===== src/rtl/gpio_consts.vh =====
// constants for the six-port general-purpose pin block
`ifndef GPIO_CONSTS_VH
`define GPIO_CONSTS_VH

// register indices; byte address is four times the index
`define GP_IDX_A_DATA 5'h00
`define GP_IDX_A_DIR 5'h01
`define GP_IDX_A_OPT 5'h02
`define GP_IDX_C_DATA 5'h04
`define GP_IDX_C_DIR 5'h05
`define GP_IDX_C_OPT 5'h06
`define GP_IDX_B_DATA 5'h08
`define GP_IDX_B_DIR 5'h09
`define GP_IDX_B_OPT 5'h0A
`define GP_IDX_E_DATA 5'h0C
`define GP_IDX_E_DIR 5'h0D
`define GP_IDX_E_OPT 5'h0E
`define GP_IDX_D_DATA 5'h10
`define GP_IDX_D_DIR 5'h11
`define GP_IDX_D_OPT 5'h12
`define GP_IDX_F_DATA 5'h14
`define GP_IDX_F_DIR 5'h15
`define GP_IDX_F_OPT 5'h16
`define GP_IDX_SENS 5'h18
`define GP_IDX_STAT 5'h19

// sub-register select within a port slot (index bits 1:0)
`define GP_SUB_DATA 2'h0
`define GP_SUB_DIR 2'h1
`define GP_SUB_OPT 2'h2
`define GP_SLOTS 6

// reset values
`define GP_RST_PORT 8'h00
`define GP_RST_SENS 4'h0

// sensitivity register fields
`define GP_SENS_LO 1:0
`define GP_SENS_HI 3:2
`define GP_SENS_W 4

// sensitivity codes
`define GP_SENS_FALL_LOW 2'h0
`define GP_SENS_RISE 2'h1
`define GP_SENS_FALL 2'h2
`define GP_SENS_BOTH 2'h3

// pin members of each interrupt group, slot order A,C,B,E,D,F
`define GP_GRP0_PINS 48'h00000000000F
`define GP_GRP1_PINS 48'h070000000000
`define GP_GRP2_PINS 48'h0000000F0000
`define GP_GRP3_PINS 48'h000000F00000
`define GP_GROUPS 4

`endif


===== src/rtl/pin_sync.v =====
// two-flop synchroniser for asynchronous pin levels
`timescale 1ns/100ps
`default_nettype none

module pin_sync #(
   parameter WIDTH = 48
) (
   input wire clk,
   input wire rst_n,
   input wire [WIDTH-1:0] async_in,
   output reg [WIDTH-1:0] sync_out
);

   reg [WIDTH-1:0] meta;

   // first stage feeds only the second stage
   always @(posedge clk or negedge rst_n) begin
      if (!rst_n) begin
         meta <= {WIDTH{1'b0}};
         sync_out <= {WIDTH{1'b0}};
      end else begin
         meta <= async_in;
         sync_out <= meta;
      end
   end

endmodule // pin_sync

`default_nettype wire


===== src/rtl/gpio_ports.v =====
// six 8-bit bidirectional ports with APB registers and external interrupts
//
// Chosen here: the register offsets and the APB slave port.
`timescale 1ns/100ps
`default_nettype none
`include "gpio_consts.vh"

module gpio_ports #(
   // pins with no pull-up and no high-side driver
   parameter [47:0] TOD_MASK = 48'h0000000000C0,
   // pins able to raise an external interrupt
   parameter [47:0] IRQ_MASK = 48'h070000FF000F,
   // interrupt pins that have no pull-up
   parameter [47:0] NOPU_MASK = 48'h040000880008
) (
   input wire pclk,
   input wire presetn,
   input wire psel,
   input wire penable,
   input wire pwrite,
   input wire [7:0] paddr,
   input wire [31:0] pwdata,
   output reg [31:0] prdata,
   output wire pready,
   output reg pslverr,
   input wire [47:0] pin_in,
   output reg [47:0] pin_out,
   output reg [47:0] pin_oe,
   output reg [47:0] pin_pullup,
   input wire [47:0] alt_out_en,
   input wire [47:0] alt_out_val,
   input wire [47:0] alt_out_od,
   output reg [47:0] alt_in,
   input wire irq_masked,
   input wire [3:0] vec_fetch,
   output wire [3:0] irq_req,
   output wire wakeup
);

   // register hit on an aligned word address
   function hit;
      input [7:0] a;
      input [4:0] i;
      begin
         hit = (a[7:2] == {1'b0, i});
      end
   endfunction

   // event decode for one group from its code and levels
   function grp_event;
      input [1:0] code;
      input lvl;
      input prev;
      begin
         case (code)
            `GP_SENS_FALL_LOW: grp_event = ~lvl;
            `GP_SENS_RISE: grp_event = lvl & ~prev;
            `GP_SENS_FALL: grp_event = ~lvl & prev;
            `GP_SENS_BOTH: grp_event = lvl ^ prev;
            default: grp_event = 1'b0;
         endcase
      end
   endfunction

   reg [47:0] latch;
   reg [47:0] dir;
   reg [47:0] opt;
   reg [`GP_SENS_W-1:0] sens;
   reg [3:0] pending;
   reg [3:0] prev_lvl;
   wire [47:0] pin_s;
   wire wr;
   wire setup;
   wire [4:0] idx;
   wire [47:0] opt_eff;
   wire [47:0] out_mode;
   wire [47:0] push_pull;
   wire [47:0] drive_val;
   wire [47:0] read_data;
   wire [47:0] src_en;
   wire [47:0] grp_pins [0:3];
   wire [3:0] grp_lvl;
   wire [3:0] grp_act;
   wire [3:0] grp_evt;
   wire sens_wr;
   reg [31:0] next_rdata;
   reg next_slverr;
   integer k;

   // pin levels cross into the clock domain before anything reads them
   pin_sync #(
      .WIDTH(48)
   ) u_sync (
      .clk(pclk),
      .rst_n(presetn),
      .async_in(pin_in),
      .sync_out(pin_s)
   );

   // zero wait states; read data is captured in the setup cycle
   assign pready = 1'b1;
   assign wr = psel & penable & pwrite;
   assign setup = psel & ~penable;
   assign idx = paddr[6:2];

   // data, direction and option registers for every port slot
   genvar s;
   generate
      for (s = 0; s < `GP_SLOTS; s = s + 1) begin : g_port
         always @(posedge pclk or negedge presetn) begin
            if (!presetn) begin
               latch[8*s +: 8] <= `GP_RST_PORT;
               dir[8*s +: 8] <= `GP_RST_PORT;
               opt[8*s +: 8] <= `GP_RST_PORT;
            end else if (wr) begin
               // latch updates regardless of direction
               if (hit(paddr, {s[2:0], `GP_SUB_DATA}))
                  latch[8*s +: 8] <= pwdata[7:0];
               if (hit(paddr, {s[2:0], `GP_SUB_DIR}))
                  dir[8*s +: 8] <= pwdata[7:0];
               if (hit(paddr, {s[2:0], `GP_SUB_OPT}))
                  opt[8*s +: 8] <= pwdata[7:0];
            end
         end
      end
   endgenerate

   // true open-drain pins have no option bit at all
   assign opt_eff = opt & ~TOD_MASK;

   // peripheral output claims the pin and forces output mode
   assign out_mode = alt_out_en | dir;

   // peripheral chooses its own output type, option bit otherwise;
   // the choice is made pin by pin so one claim never steals a whole port
   assign push_pull = (alt_out_en & ~alt_out_od & ~TOD_MASK)
                    | (~alt_out_en & opt_eff & dir);

   // driven level comes from the peripheral only on the pins it owns
   assign drive_val = (alt_out_en & alt_out_val) | (~alt_out_en & latch);

   // per-bit read value of the data register
   assign read_data = (dir & latch)
                    | (~dir & alt_out_en & alt_out_val)
                    | (~dir & ~alt_out_en & pin_s);

   // pad controls are registered; they only follow register state and peripheral claims,
   // so stopping the CPU in a low-power mode leaves them as they are
   always @(posedge pclk or negedge presetn) begin
      if (!presetn) begin
         pin_out <= 48'h000000000000;
         pin_oe <= 48'h000000000000;
         pin_pullup <= 48'h000000000000;
         alt_in <= 48'h000000000000;
      end else begin
         pin_out <= drive_val;
         // open drain drives only the low level
         pin_oe <= out_mode & (push_pull | ~drive_val);
         // pull-up only on inputs whose pad has one
         pin_pullup <= ~out_mode & opt_eff
                       & ~(IRQ_MASK & NOPU_MASK);
         // a pin with direction 1 hands the latch to the peripheral input
         alt_in <= (dir & latch) | (~dir & pin_s);
      end
   end

   // interrupt input: capable pin, direction 0, option 1, not claimed
   assign src_en = IRQ_MASK & ~dir & opt_eff & ~alt_out_en;

   assign grp_pins[0] = `GP_GRP0_PINS;
   assign grp_pins[1] = `GP_GRP1_PINS;
   assign grp_pins[2] = `GP_GRP2_PINS;
   assign grp_pins[3] = `GP_GRP3_PINS;

   // sensitivity may change only while the CPU masks interrupts
   assign sens_wr = wr & hit(paddr, `GP_IDX_SENS) & irq_masked;

   // per group: AND of enabled pins, edge/level detect, pending latch
   genvar g;
   generate
      for (g = 0; g < `GP_GROUPS; g = g + 1) begin : g_grp
         // disabled pins read as high so they never mask the others
         assign grp_lvl[g] = &(pin_s | ~(src_en & grp_pins[g]));
         assign grp_act[g] = |(src_en & grp_pins[g]);
         assign grp_evt[g] = grp_act[g] & grp_event(
            (g < 2) ? sens[`GP_SENS_LO] : sens[`GP_SENS_HI],
            grp_lvl[g], prev_lvl[g]);

         always @(posedge pclk or negedge presetn) begin
            if (!presetn) begin
               prev_lvl[g] <= 1'b1;
               pending[g] <= 1'b0;
            end else begin
               prev_lvl[g] <= grp_lvl[g];
               // a new event beats the clear in the same cycle
               if (grp_evt[g])
                  pending[g] <= 1'b1;
               else if (vec_fetch[g] | sens_wr)
                  pending[g] <= 1'b0;
            end
         end
      end
   endgenerate

   // sensitivity register
   always @(posedge pclk or negedge presetn) begin
      if (!presetn)
         sens <= `GP_RST_SENS;
      else if (sens_wr)
         sens <= pwdata[`GP_SENS_W-1:0];
   end

   // request reaches the CPU only while its mask bit is clear
   assign irq_req = pending & {4{~irq_masked}};

   // pending requests wake the core from wait or halt
   assign wakeup = |pending;

   // read decode, unmapped addresses answer with an error
   always @* begin
      next_rdata = 32'h00000000;
      next_slverr = 1'b1;
      if (!paddr[7]) begin
         for (k = 0; k < `GP_SLOTS; k = k + 1) begin
            if (idx[4:2] == k[2:0]) begin
               case (idx[1:0])
                  `GP_SUB_DATA: begin
                     next_rdata[7:0] = read_data[8*k +: 8];
                     next_slverr = 1'b0;
                  end
                  `GP_SUB_DIR: begin
                     next_rdata[7:0] = dir[8*k +: 8];
                     next_slverr = 1'b0;
                  end
                  `GP_SUB_OPT: begin
                     next_rdata[7:0] = opt_eff[8*k +: 8];
                     next_slverr = 1'b0;
                  end
                  default: begin
                     next_rdata = 32'h00000000;
                     next_slverr = 1'b1;
                  end
               endcase
            end
         end
         if (idx == `GP_IDX_SENS) begin
            next_rdata[`GP_SENS_W-1:0] = sens;
            next_slverr = 1'b0;
         end
         if (idx == `GP_IDX_STAT) begin
            // pending latch is visible for debug only, never writable
            next_rdata[7:0] = {grp_lvl, pending};
            next_slverr = 1'b0;
         end
      end
   end

   // capture answer at setup so it is stable through the access phase;
   // the trade is read data one cycle older than the access edge
   always @(posedge pclk or negedge presetn) begin
      if (!presetn) begin
         prdata <= 32'h00000000;
         pslverr <= 1'b0;
      end else if (setup) begin
         prdata <= pwrite ? 32'h00000000 : next_rdata;
         pslverr <= next_slverr;
      end
   end

endmodule // gpio_ports

`default_nettype wire


===== config.mk =====
export PLATFORM = sky130hd
export DESIGN_NAME = gpio_ports
export DESIGN_NICKNAME = d
export VERILOG_FILES = /design/src/rtl/pin_sync.v /design/src/rtl/gpio_ports.v
export VERILOG_INCLUDE_DIRS = /design/src /design/src/rtl
export SDC_FILE = /design/constraint.sdc
export NUM_CORES = 1
export LEC_CHECK = 0
export BUFFER_PORTS_ARGS = -buffer_cell sky130_fd_sc_hd__buf_2
export CORE_MARGIN = 5
export CORE_UTILIZATION = 45
export CTS_CLUSTER_SIZE = 14
export DETAILED_ROUTE_END_ITERATION = 6
export PLACE_DENSITY = 0.7
export SLEW_MARGIN = 20
export SYNTH_ARGS = -nofsm -noshare
export SYNTH_HDL_FRONTEND = slang
export SYNTH_SLANG_ARGS = --single-unit

===== constraint.sdc =====
create_clock -name pclk -period 2.95 [get_ports pclk]
set_clock_uncertainty 0.05 [all_clocks]
set_input_delay 0.295 -clock pclk [delete_from_list [all_inputs] [get_ports pclk]]
set_output_delay 0.295 -clock pclk [all_outputs]
set_load 0.1 [all_outputs]

Word-level counts from Yosys, hierarchy flattened

Cells that the tools add are included.

Flip-flop bits (word level): 471
Output and inout port bits: 231
Logic and storage cells: 221

Eq/ne operators: 33
Muxes and demuxes: 45
Bitwise logic cells: 71
Reduce and logical (&&, ||, !) cells: 37

Operators by type and width:

| cell               | count |
|---|---|
| $and 48x48->48     | 13 |
| $or 48x48->48      | 11 |
| $mux 32            | 9 |
| $not 48->48        | 5 |
| $reduce_and 48->1  | 4 |
| $pmux 8 s3         | 6 |
| $mux 24            | 5 |
| $and 43x43->43     | 2 |
| $not 20->48        | 1 |
| $not 24->48        | 1 |
| $not 4->48         | 1 |
| $not 43->48        | 1 |
| $eq 6x5->1 const B | 7 |
| $eq 6x4->1 const B | 6 |
| $reduce_and 2->1   | 18 |
| $eq 6x3->1 const B | 3 |
| $mux 1             | 18 |
| $and 1x1->1        | 17 |
| $mux 8             | 2 |
| $pmux 1 s4         | 4 |
| $reduce_or 4->1    | 4 |
| $eq 2x2->1 const B | 5 |
| $eq 5x5->1 const B | 2 |
| $not 1->1          | 10 |
| other kinds (15)   | 31 |

Depth between registers and ports, before layout

Gate-level depths: netlist of the first run.

Depth after elaboration: 23
Gate-level depth with buffers: 10
Mapped depth without buffers: 10

By module

Synthesis of the first run repeated with hierarchy kept, for this count alone.

Cell total of the unflattened synthesis: 1,381
Area, all modules: 18,223.7 um2

By module, submodules not included:

| module     | instances | cells an instance | area an instance (um2) | seq. area each (um2) |
|---|---|---|---|---|
| gpio_ports | 1         | 1,285             | 15,821.4               | 8,738.4 |
| pin_sync   | 1         | 96                | 2,402.3                | 2,402.3 |

Least setup slack after synthesis of the first run

Ideal clock, no wire load.

Kind: reg2reg
Start point: reg dir[41]
End point: reg pending[1]
Setup time: 122 ps
Arrival time: 2,093 ps
Data required time: 2,778 ps
Slack: 685 ps
Cell stages (with the launch flop): 9
Buffers on the path: 0
Clock period less this slack: 2,265 ps
Cell sequence: dfrtp_1 or3b_2 nor2_1 or3_1 inv_1 ha_1 inv_1 mux4_2 a32o_1

Longest elaborated chain between the ends: 11

Ends and longest elaborated chain:

| what                                        | line                             | text |
|---|---|---|
| start, declared                             | gpio_ports.v:66                  | `reg [47:0] dir;` |
| start signal, assigned by index             | gpio_ports.v:113                 | `` dir[8*s +: 8] <= `GP_RST_PORT; `` |
| start signal, assigned by index             | gpio_ports.v:120                 | `dir[8*s +: 8] <= pwdata[7:0];` |
| $not 48->48 *                               | gpio_ports.v:168                 | `assign src_en = IRQ_MASK & ~dir & opt_eff & ~alt_out_en;` |
| $and 43x43->43 * (2 in a row)               | gpio_ports.v:168                 |  |
| $not 43->48 *                               | gpio_ports.v:183                 | `assign grp_lvl[g] = &(pin_s \| ~(src_en & grp_pins[g]));` |
| $or 48x48->48 *                             | gpio_ports.v:183                 |  |
| $reduce_and 48->1 *                         | gpio_ports.v:183                 |  |
| net grp_lvl[1]                              | gpio_ports.v:82                  | `wire [3:0] grp_lvl;` |
| $not 1->1                                   | gpio_ports.v:56, gpio_ports.v:58 |  |
| $and 1x1->1                                 | gpio_ports.v:58                  | `` `GP_SENS_FALL: grp_event = ~lvl & prev; `` |
| $pmux 1 s4 *                                | gpio_ports.v:55                  | `case (code)` |
| $and 1x1->1 *                               | gpio_ports.v:185                 | `assign grp_evt[g] = grp_act[g] & grp_event(` |
| $mux 1 or $reduce_bool 2->1 (tied branches) | n/a                              |  |
| end signal, assigned by index               | gpio_ports.v:192                 | `pending[g] <= 1'b0;` |
| end signal, assigned by index               | gpio_ports.v:197                 | `pending[g] <= 1'b1;` |
| end signal, assigned by index               | gpio_ports.v:199                 | `pending[g] <= 1'b0;` |
| end, declared                               | gpio_ports.v:69                  | `reg [3:0] pending;` |

Mark *: on every way through the listed nets, which the timed path passes. The rest lies on a longest branch.
A chain may end at the register's enable or synchronous reset.

Final worst setup path of the first run

Start point: reg dir[17]
End point: reg pending[2]

Longest elaborated chain between the ends: 11

Ends and longest elaborated chain:

| what                                        | line |
|---|---|
| $not 48->48 *                               | gpio_ports.v:168 |
| $and 43x43->43 * (2 in a row)               | gpio_ports.v:168 |
| $not 20->48 *                               | gpio_ports.v:183 |
| $or 48x48->48 *                             | gpio_ports.v:183 |
| $reduce_and 48->1 *                         | gpio_ports.v:183 |
| net grp_lvl[2]                              | gpio_ports.v:82 |
| $not 1->1                                   | gpio_ports.v:56, gpio_ports.v:58 |
| $and 1x1->1                                 | gpio_ports.v:58 |
| $pmux 1 s4 *                                | gpio_ports.v:55 |
| $and 1x1->1 *                               | gpio_ports.v:185 |
| $mux 1 or $reduce_bool 2->1 (tied branches) | n/a |

Marks and branches as above.

==> run metrics, run 1 <==
status finished clean; Root Driver clkbuf_16; CTS clk-pin slew, worst paths ~60 ps; Crit path largest cell delay about 480 ps; Final Routed Wirelength just over 60 mm; Reg area 11140 sq um; largest family of logic cells by synthesized area multiplexers; CP Max Fanout 6; Worst EP arrival 3010 ps; Slew HR 0.4953; post-synth cell types 65; crit path buf inv count 3; HPWL Detailed slightly above 40 mm; Worst setup EP type register; share of cells above drive strength 1 0.3740; core area 39910 sq um; Row Count 73; most frequent cells in the layout dfrtp_1 (441), buf_2 (411), dlygate4sd3_1 (249), mux2_2 (242), a21oi_1 (64); post-synthesis xor/xnor area fraction 0; Worst Setup Slack, final 344.2 ps; Worst Path Class, Setup register to register; later-pin clock latency in the skew report between 500 and 600 ps; fmax between 300 and 400 MHz; setup violators final 0; die width about 210 um; Req. time, crit path approximately 3400 ps; crit-path leading delay family compound AO/OA/AOI/OAI gates; Leak between 10 and 15 nW; most common cell after layout, fill and taps aside dfrtp_1; area occupied by multi-input gates 6723 sq um; final core occ 0.6274; fillcell total approximately 3000; Synth Area in Adders 0.005490; startpoint types register; Primary FF master, synth dfrtp_1; simple-gate portion of the synthesized area 0.08536; Fin. Hold Viols 0; Setup Buffers After CTS 0; fin. max-slew vios 0; io pins ~470; largest cells by area after synthesis dfrtp_1 (61%), mux2_2 (15%), mux2i_1 (2.6%); dpl ws 402.0 ps; # port buffers 413; VDD IR max 0.0004520 V; GPL Wtd Cong around 0.85; Final min period between 2000 and 3000 ps; Ys Warns 0; hold crit path type input port to register; nets approximately 2300; PwrDens ~600 nW/um^2; Total GRT Usage 0.2711; Antenna Nets Post-Route 0; CTS tree yes; die area between 40000 and 50000 sq um; cell breakdown of the critical path nor3b_1 > inv_1 > o221ai_1 > inv_1 > ha_1 > inv_1 > mux4_2 > o41ai_1 > nand2_1; mux cell area share after synthesis 0.1790; fin crit share 0.8833; Setup TNS 0 ps; Post-Synthesis Cells 1370; Syn Std Cell Area ~18000 sq um; first drt pass iteration count 5; Max-cap violations 0; post-CTS sizing 0; CTS Buffer Depth 3; drc violations 0; total chip power between 0.015 and 0.02 W; post-synth top area share 0.6052; vias per inst 5.405; sequential fraction of the synthesis area 0.6110; Compound-Gate Fraction of Synth Area 0.09209; Die Ht roughly 210 um; Yosys top cell by area dfrtp_1; Slew @ Worst Pin roughly 750 ps; Synth Register Bits approximately 450; wire length per cell approximately 23 um; Post-synth ARST share 1.000; CP max stage cell mux4_2; number of global-route vias before repair 15380; Initial Utilization 0.4568; Post-synth EDFFs 0; H-tree level count 2; via count around 14000; pin count of the biggest net entering global routing 95; DR iter-0 viols roughly 1000; grt ovf 0; synthesis-to-finish area growth 37.34%; initial antenna violation count 5; clock net sink count around 450; RSZ-0062 raised after global routing no; number of CTS-inserted buffers 48; CP dominant cell by count inv_1; first-pass GRT wire length between 90 and 100 mm; syn avg cell area 13.31 sq um
[cell families after synthesis]
| logic type | count (synthesis) |
|---|---|
| AO/OA/AOI/OAI | 261 |
| adder cells (fa/ha/maj) | 8 |
| buffers and inverters | 94 |
| flip-flops | 445 |
| multiplexers | 292 |
| other | 2 |
| AND/OR/NAND/NOR | 268 |
[cells in the mapped netlist, drive strengths merged, types with 3 or more instances]
cell    instances
or3            13
o31ai          22
a31oi          57
nand2          60
mux4            3
nor2b          18
a22oi          17
dfrtp         441
nor2           38
a21oi          64
nor4            4
o211ai         22
a32o            3
ha              8
or4             5
o22ai           6
nor3b          43
nand4b          3
buf            52
mux2          242
dfstp           4
a32oi           3
o21ai          43
nand3b          3
clkbuf         18
nor3           11
mux2i          47
o311a           5
a211o           3
nand3          11
nand2b         48
inv            24
[metrics by stage]
stage          instances  hold slack (ps)  instance area (sq um)
2_1_floorplan       1399           -50.59                  18340
3_3_place_gp        2301            248.6                  21050
3_5_place_dp        2301            252.4                  21050
4_1_cts             2632            8.557                  25030
5_1_grt             2634            57.93                  25040
6_report            2637            44.86                  25040
[final cells by class]
cell class	count	area share
inverter	24	0.003597
tap	525	0.02623
sequential	445	0.4449
timing repair buffer	696	0.1968
antenna	5	0.0004996
clock buffer	64	0.05321
multi-input combinational	860	0.2684
clock inverter	18	0.006395
[worst min-delay path: cells and delay by family]
kind,cells,cell delay [ps]
buffers and inverters,2,190
AND/OR/NAND/NOR,1,160
[per-layer routing]
metal  track usage  up-vias  share of wire
met3       0.06180      102          0.066
met4       0.07708        2          0.026
met5             0        -        0.00021
li1              -     6355              -
met1        0.3460     7294           0.40
met2        0.4673      501           0.51
[report_power, final]
group | leakage (nW) | internal, W | switching, W
clock | 0.737 | 0.00334 | 0.00247
sequential | 5.69 | 0.00640 | 0.000213
combinational | 5.63 | 0.000767 | 0.00188
total | 12.1 | 0.0105 | 0.00456
[flip-flops by register name, summed over array words and instances (netlist names)]
name,count
alt_in,48
dir,48
latch,48
pin_oe,48
pin_out,48
u_sync.meta,48
u_sync.sync_out,48
opt,46
pin_pullup,42
prdata,8
pending,4
prev_lvl,4
sens,4
pslverr,1
[final timing paths]
check | startpoint | to | slack [ps] | cells past startpoint
max in group asynchronous | presetn | prev_lvl[2]$_DFF_PN1_ | 1660 | 3
hold / removal | alt_out_en[40] | pin_pullup[40]$_DFF_PN0_ | 40 | 3
min in group asynchronous | presetn | pin_pullup[41]$_DFF_PN0_ | 230 | 2
hold reg to reg | u_sync.meta[25]$_DFF_PN0_ | u_sync.sync_out[25]$_DFF_PN0_ | 290 | 0
setup reg to reg | dir[17]$_DFFE_PN0P_ | pending[2]$_DFFE_PN0P_ | 340 | 9
setup / recovery | dir[17]$_DFFE_PN0P_ | pending[2]$_DFFE_PN0P_ | 340 | 9
[timing repair]
action | in CTS | in global routing
hold endpoints to repair | 246 | 0
hold buffers | 249 | 0
endpoints found under the setup margin | 0 | 0
(Power assumes the default switching activity.)
==> run 2: changes to the inputs <==
- CELL_PAD_IN_SITES_DETAIL_PLACEMENT: unset -> 2
- CELL_PAD_IN_SITES_GLOBAL_PLACEMENT: unset -> 2
- CORE_UTILIZATION: 45 -> 35
- PLACE_DENSITY: 0.7 -> unset
- PLACE_DENSITY_LB_ADDON: unset -> 0.1
- clock period: 2.95 -> 2.4 ns (I/O delays scaled with it)
==> run 2 against run 1 <==
Effect of this change: total power is 31% higher; clock power is 40% higher; routed wire length is 24% higher; sequential share of layout area is 1.8 points lower; global-route usage is 1.0 points lower; count of clock-buffer cells in the layout is 10 higher; flip-flop and latch count stayed put; hold slack better by 5.0 ps; non-clock buffer count is 65 higher; cell area is 4.3% higher; setup slack worse by 270 ps; combinational power is 30% higher.
==> run metrics, run 2 (synthesis results as in run 1) <==
status finished clean (unchanged); Worst setup EP type register (unchanged); grt ovf 0 (unchanged); Worst Path Class, Setup register to register (unchanged); setup violators final 0 (unchanged); first drt pass iteration count 5 (unchanged); core area 51510 sq um (was 39910 sq um); share of cells above drive strength 1 0.4005 (was 0.3740); Fin. Hold Viols 0 (unchanged); Leak 12.54 nW (was 12.06 nW); CTS clk-pin slew, worst paths 60 ps (about the same); synthesis-to-finish area growth 43.20% (was 37.34%); CTS tree yes (unchanged); HPWL Detailed 49.30 mm (was 40.73 mm); Root Driver clkbuf_16 (unchanged); CP Max Fanout 3 (was 6); startpoint types register (unchanged); number of CTS-inserted buffers 51 (was 48); # port buffers 413 (unchanged); crit path buf inv count 2 (was 3); via count 14750 (was 14250); number of global-route vias before repair 17300 (was 15380); most common cell after layout, fill and taps aside dfrtp_1 (unchanged); initial antenna violation count 7 (was 5); first-pass GRT wire length 112.9 mm (was 93.07 mm); clock net sink count 445 (unchanged); Max-cap violations 0 (unchanged); CP dominant cell by count inv_1 (unchanged); Slew HR 0.5446 (was 0.4953); most frequent cells in the layout dfrtp_1 (441), buf_2 (411), dlygate4sd3_1 (252), mux2_2 (242), buf_4 (84) (was dfrtp_1 (441), buf_2 (411), dlygate4sd3_1 (249), mux2_2 (242), a21oi_1 (64)); Final min period 2324 ps (was 2606 ps); H-tree level count 2 (unchanged); Logic pwr share 0.174 (was 0.175); CP max stage cell or3b_2 (was mux4_2); Slew @ Worst Pin 683.1 ps (was 750.1 ps); Hold WS 49.83 ps (was 44.86 ps); pin count of the biggest net entering global routing 65 (was 95); fin. max-slew vios 0 (unchanged); Placed Area 21770 sq um (was 21050 sq um); HP Start penable (was alt_out_en[40]); die area 56760 sq um (was 44650 sq um); fmax 430.4 MHz (was 383.8 MHz); Initial Utilization 0.3540 (was 0.4568); Crit path largest cell delay 490 ps (was 480 ps); Reg-to-Reg Start dir[40]$_DFFE_PN0P_ (was dir[17]$_DFFE_PN0P_); Sw Ratio 0.3043 (was 0.3024); Setup Buffers After CTS 0 (unchanged); wire length per cell 26.35 um (was 23.15 um); Worst EP arrival 2740 ps (was 3010 ps); crit-path leading delay family simple AND/OR/NAND/NOR gates (was compound AO/OA/AOI/OAI gates); cell breakdown of the critical path or3b_2 > nor2_2 > or3_4 > inv_1 > ha_1 > inv_1 > mux4_2 > a32o_1 (was nor3b_1 > inv_1 > o221ai_1 > inv_1 > ha_1 > inv_1 > mux4_2 > o41ai_1 > nand2_1); Die Ht 238.2 um (was 211.3 um); Antenna Nets Post-Route 0 (unchanged); GPL Wtd Cong 0.8175 (was 0.8513); CP startpoint dir[40]$_DFFE_PN0P_ (was dir[17]$_DFFE_PN0P_); VDD IR max 0.0005409 V (was 0.0004520 V); io pins 473 (unchanged); later-pin clock latency in the skew report 590 ps (was 580 ps); hold crit path type input port to register (unchanged); Sw Pwr 0.006000 W (was 0.004556 W); share of power burned in the clock network 0.413 (was 0.386); vias per inst 5.137 (was 5.405); Final Routed Wirelength 75.67 mm (was 61.05 mm); cell area after layout 26110 sq um (was 25040 sq um); sequential share of power 0.413 (was 0.439); Row Count 83 (was 73); Pint 0.01372 W (was 0.01051 W); final core occ 0.5069 (was 0.6274); Setup TNS 0 ps (unchanged); fin crit share 0.9682 (was 0.8833); CTS Buffer Depth 3 (unchanged); reg2reg setup slack 80 ps (was 340 ps); drc violations 0 (unchanged); Req. time, crit path 2820 ps (was 3350 ps); DR iter-0 viols 789 (was 1039); nets 2393 (was 2325); die width 238.2 um (was 211.3 um); PwrDens 755.2 nW/um^2 (was 601.6 nW/um^2); Total GRT Usage 0.2606 (was 0.2711)
==> run 2: final cells by class <==
| cell class | instances | area, sq um |
|---|---|---|
| Fill cell | 5053 | 25400 |
| Antenna cell | 7 | 17.52 |
| Multi-Input combinational cell | 860 | 6770 |
| Sequential cell | 445 | 11140 |
| Inverter | 24 | 90.09 |
| Clock inverter | 21 | 231.5 |
| Timing Repair Buffer | 761 | 5485 |
| Tap cell | 680 | 850.8 |
| Clock buffer | 74 | 1524 |
==> run 2: worst paths after layout <==
path                       depth (start not counted)                      endpoint
hold reg to reg                                    0  u_sync.sync_out[7]$_DFF_PN0_
min in group asynchronous                          2          pin_oe[35]$_DFF_PN0_
setup reg to reg                                   8        pending[1]$_DFFE_PN0P_
max in group asynchronous                          4          alt_in[16]$_DFF_PN0_
hold / removal                                     4         prdata[2]$_DFFE_PN0P_
setup / recovery                                   8        pending[1]$_DFFE_PN0P_
==> run 2: layer usage <==
layer  global-route usage  part of all wire  vias up
li1                     -                 -     6515
met1               0.3205              0.41     7771
met2               0.4720              0.52      373
met3              0.04982             0.046       94
met4              0.06678             0.023        0
met5                    0                 0        -
==> run 2: power by group through the flow <==
stage	clock [W]	sequential, W	combinational, W
2_1_floorplan	0	0.00935	0.000874
3_3_place_gp	0	0.00823	0.00300
3_5_place_dp	0	0.00825	0.00304
4_1_cts	0.00826	0.00812	0.00340
5_1_grt	0.00863	0.00818	0.00361
6_report	0.00814	0.00814	0.00344
==> run 2: repair_timing <==
item / CTS / global route
setup endpoints to repair: 1 / 3
cloned: 0 / 0
hold endpoints to repair: 253 / 0
resized for setup: 1 / 10
pin swaps: 0 / 1
hold buffers: 252 / 0
==> run 2: stage by stage <==
stage	instances	worst slack, ps	power (W)
2_1_floorplan	1399	135.1	0.01023
3_3_place_gp	2518	64.19	0.01123
3_5_place_dp	2518	45.00	0.01129
4_1_cts	2865	7.440	0.01978
5_1_grt	2871	-10.26	0.02041
6_report	2872	76.42	0.01972
==> run 2: worst register-to-register path: stages (launching register included) <==
cell and delay (ps):
dfrtp_1 370, or3b_2 490, nor2_2 100, or3_4 150, inv_1 60, ha_1 280, inv_1 40, mux4_2 470
a32o_1 220
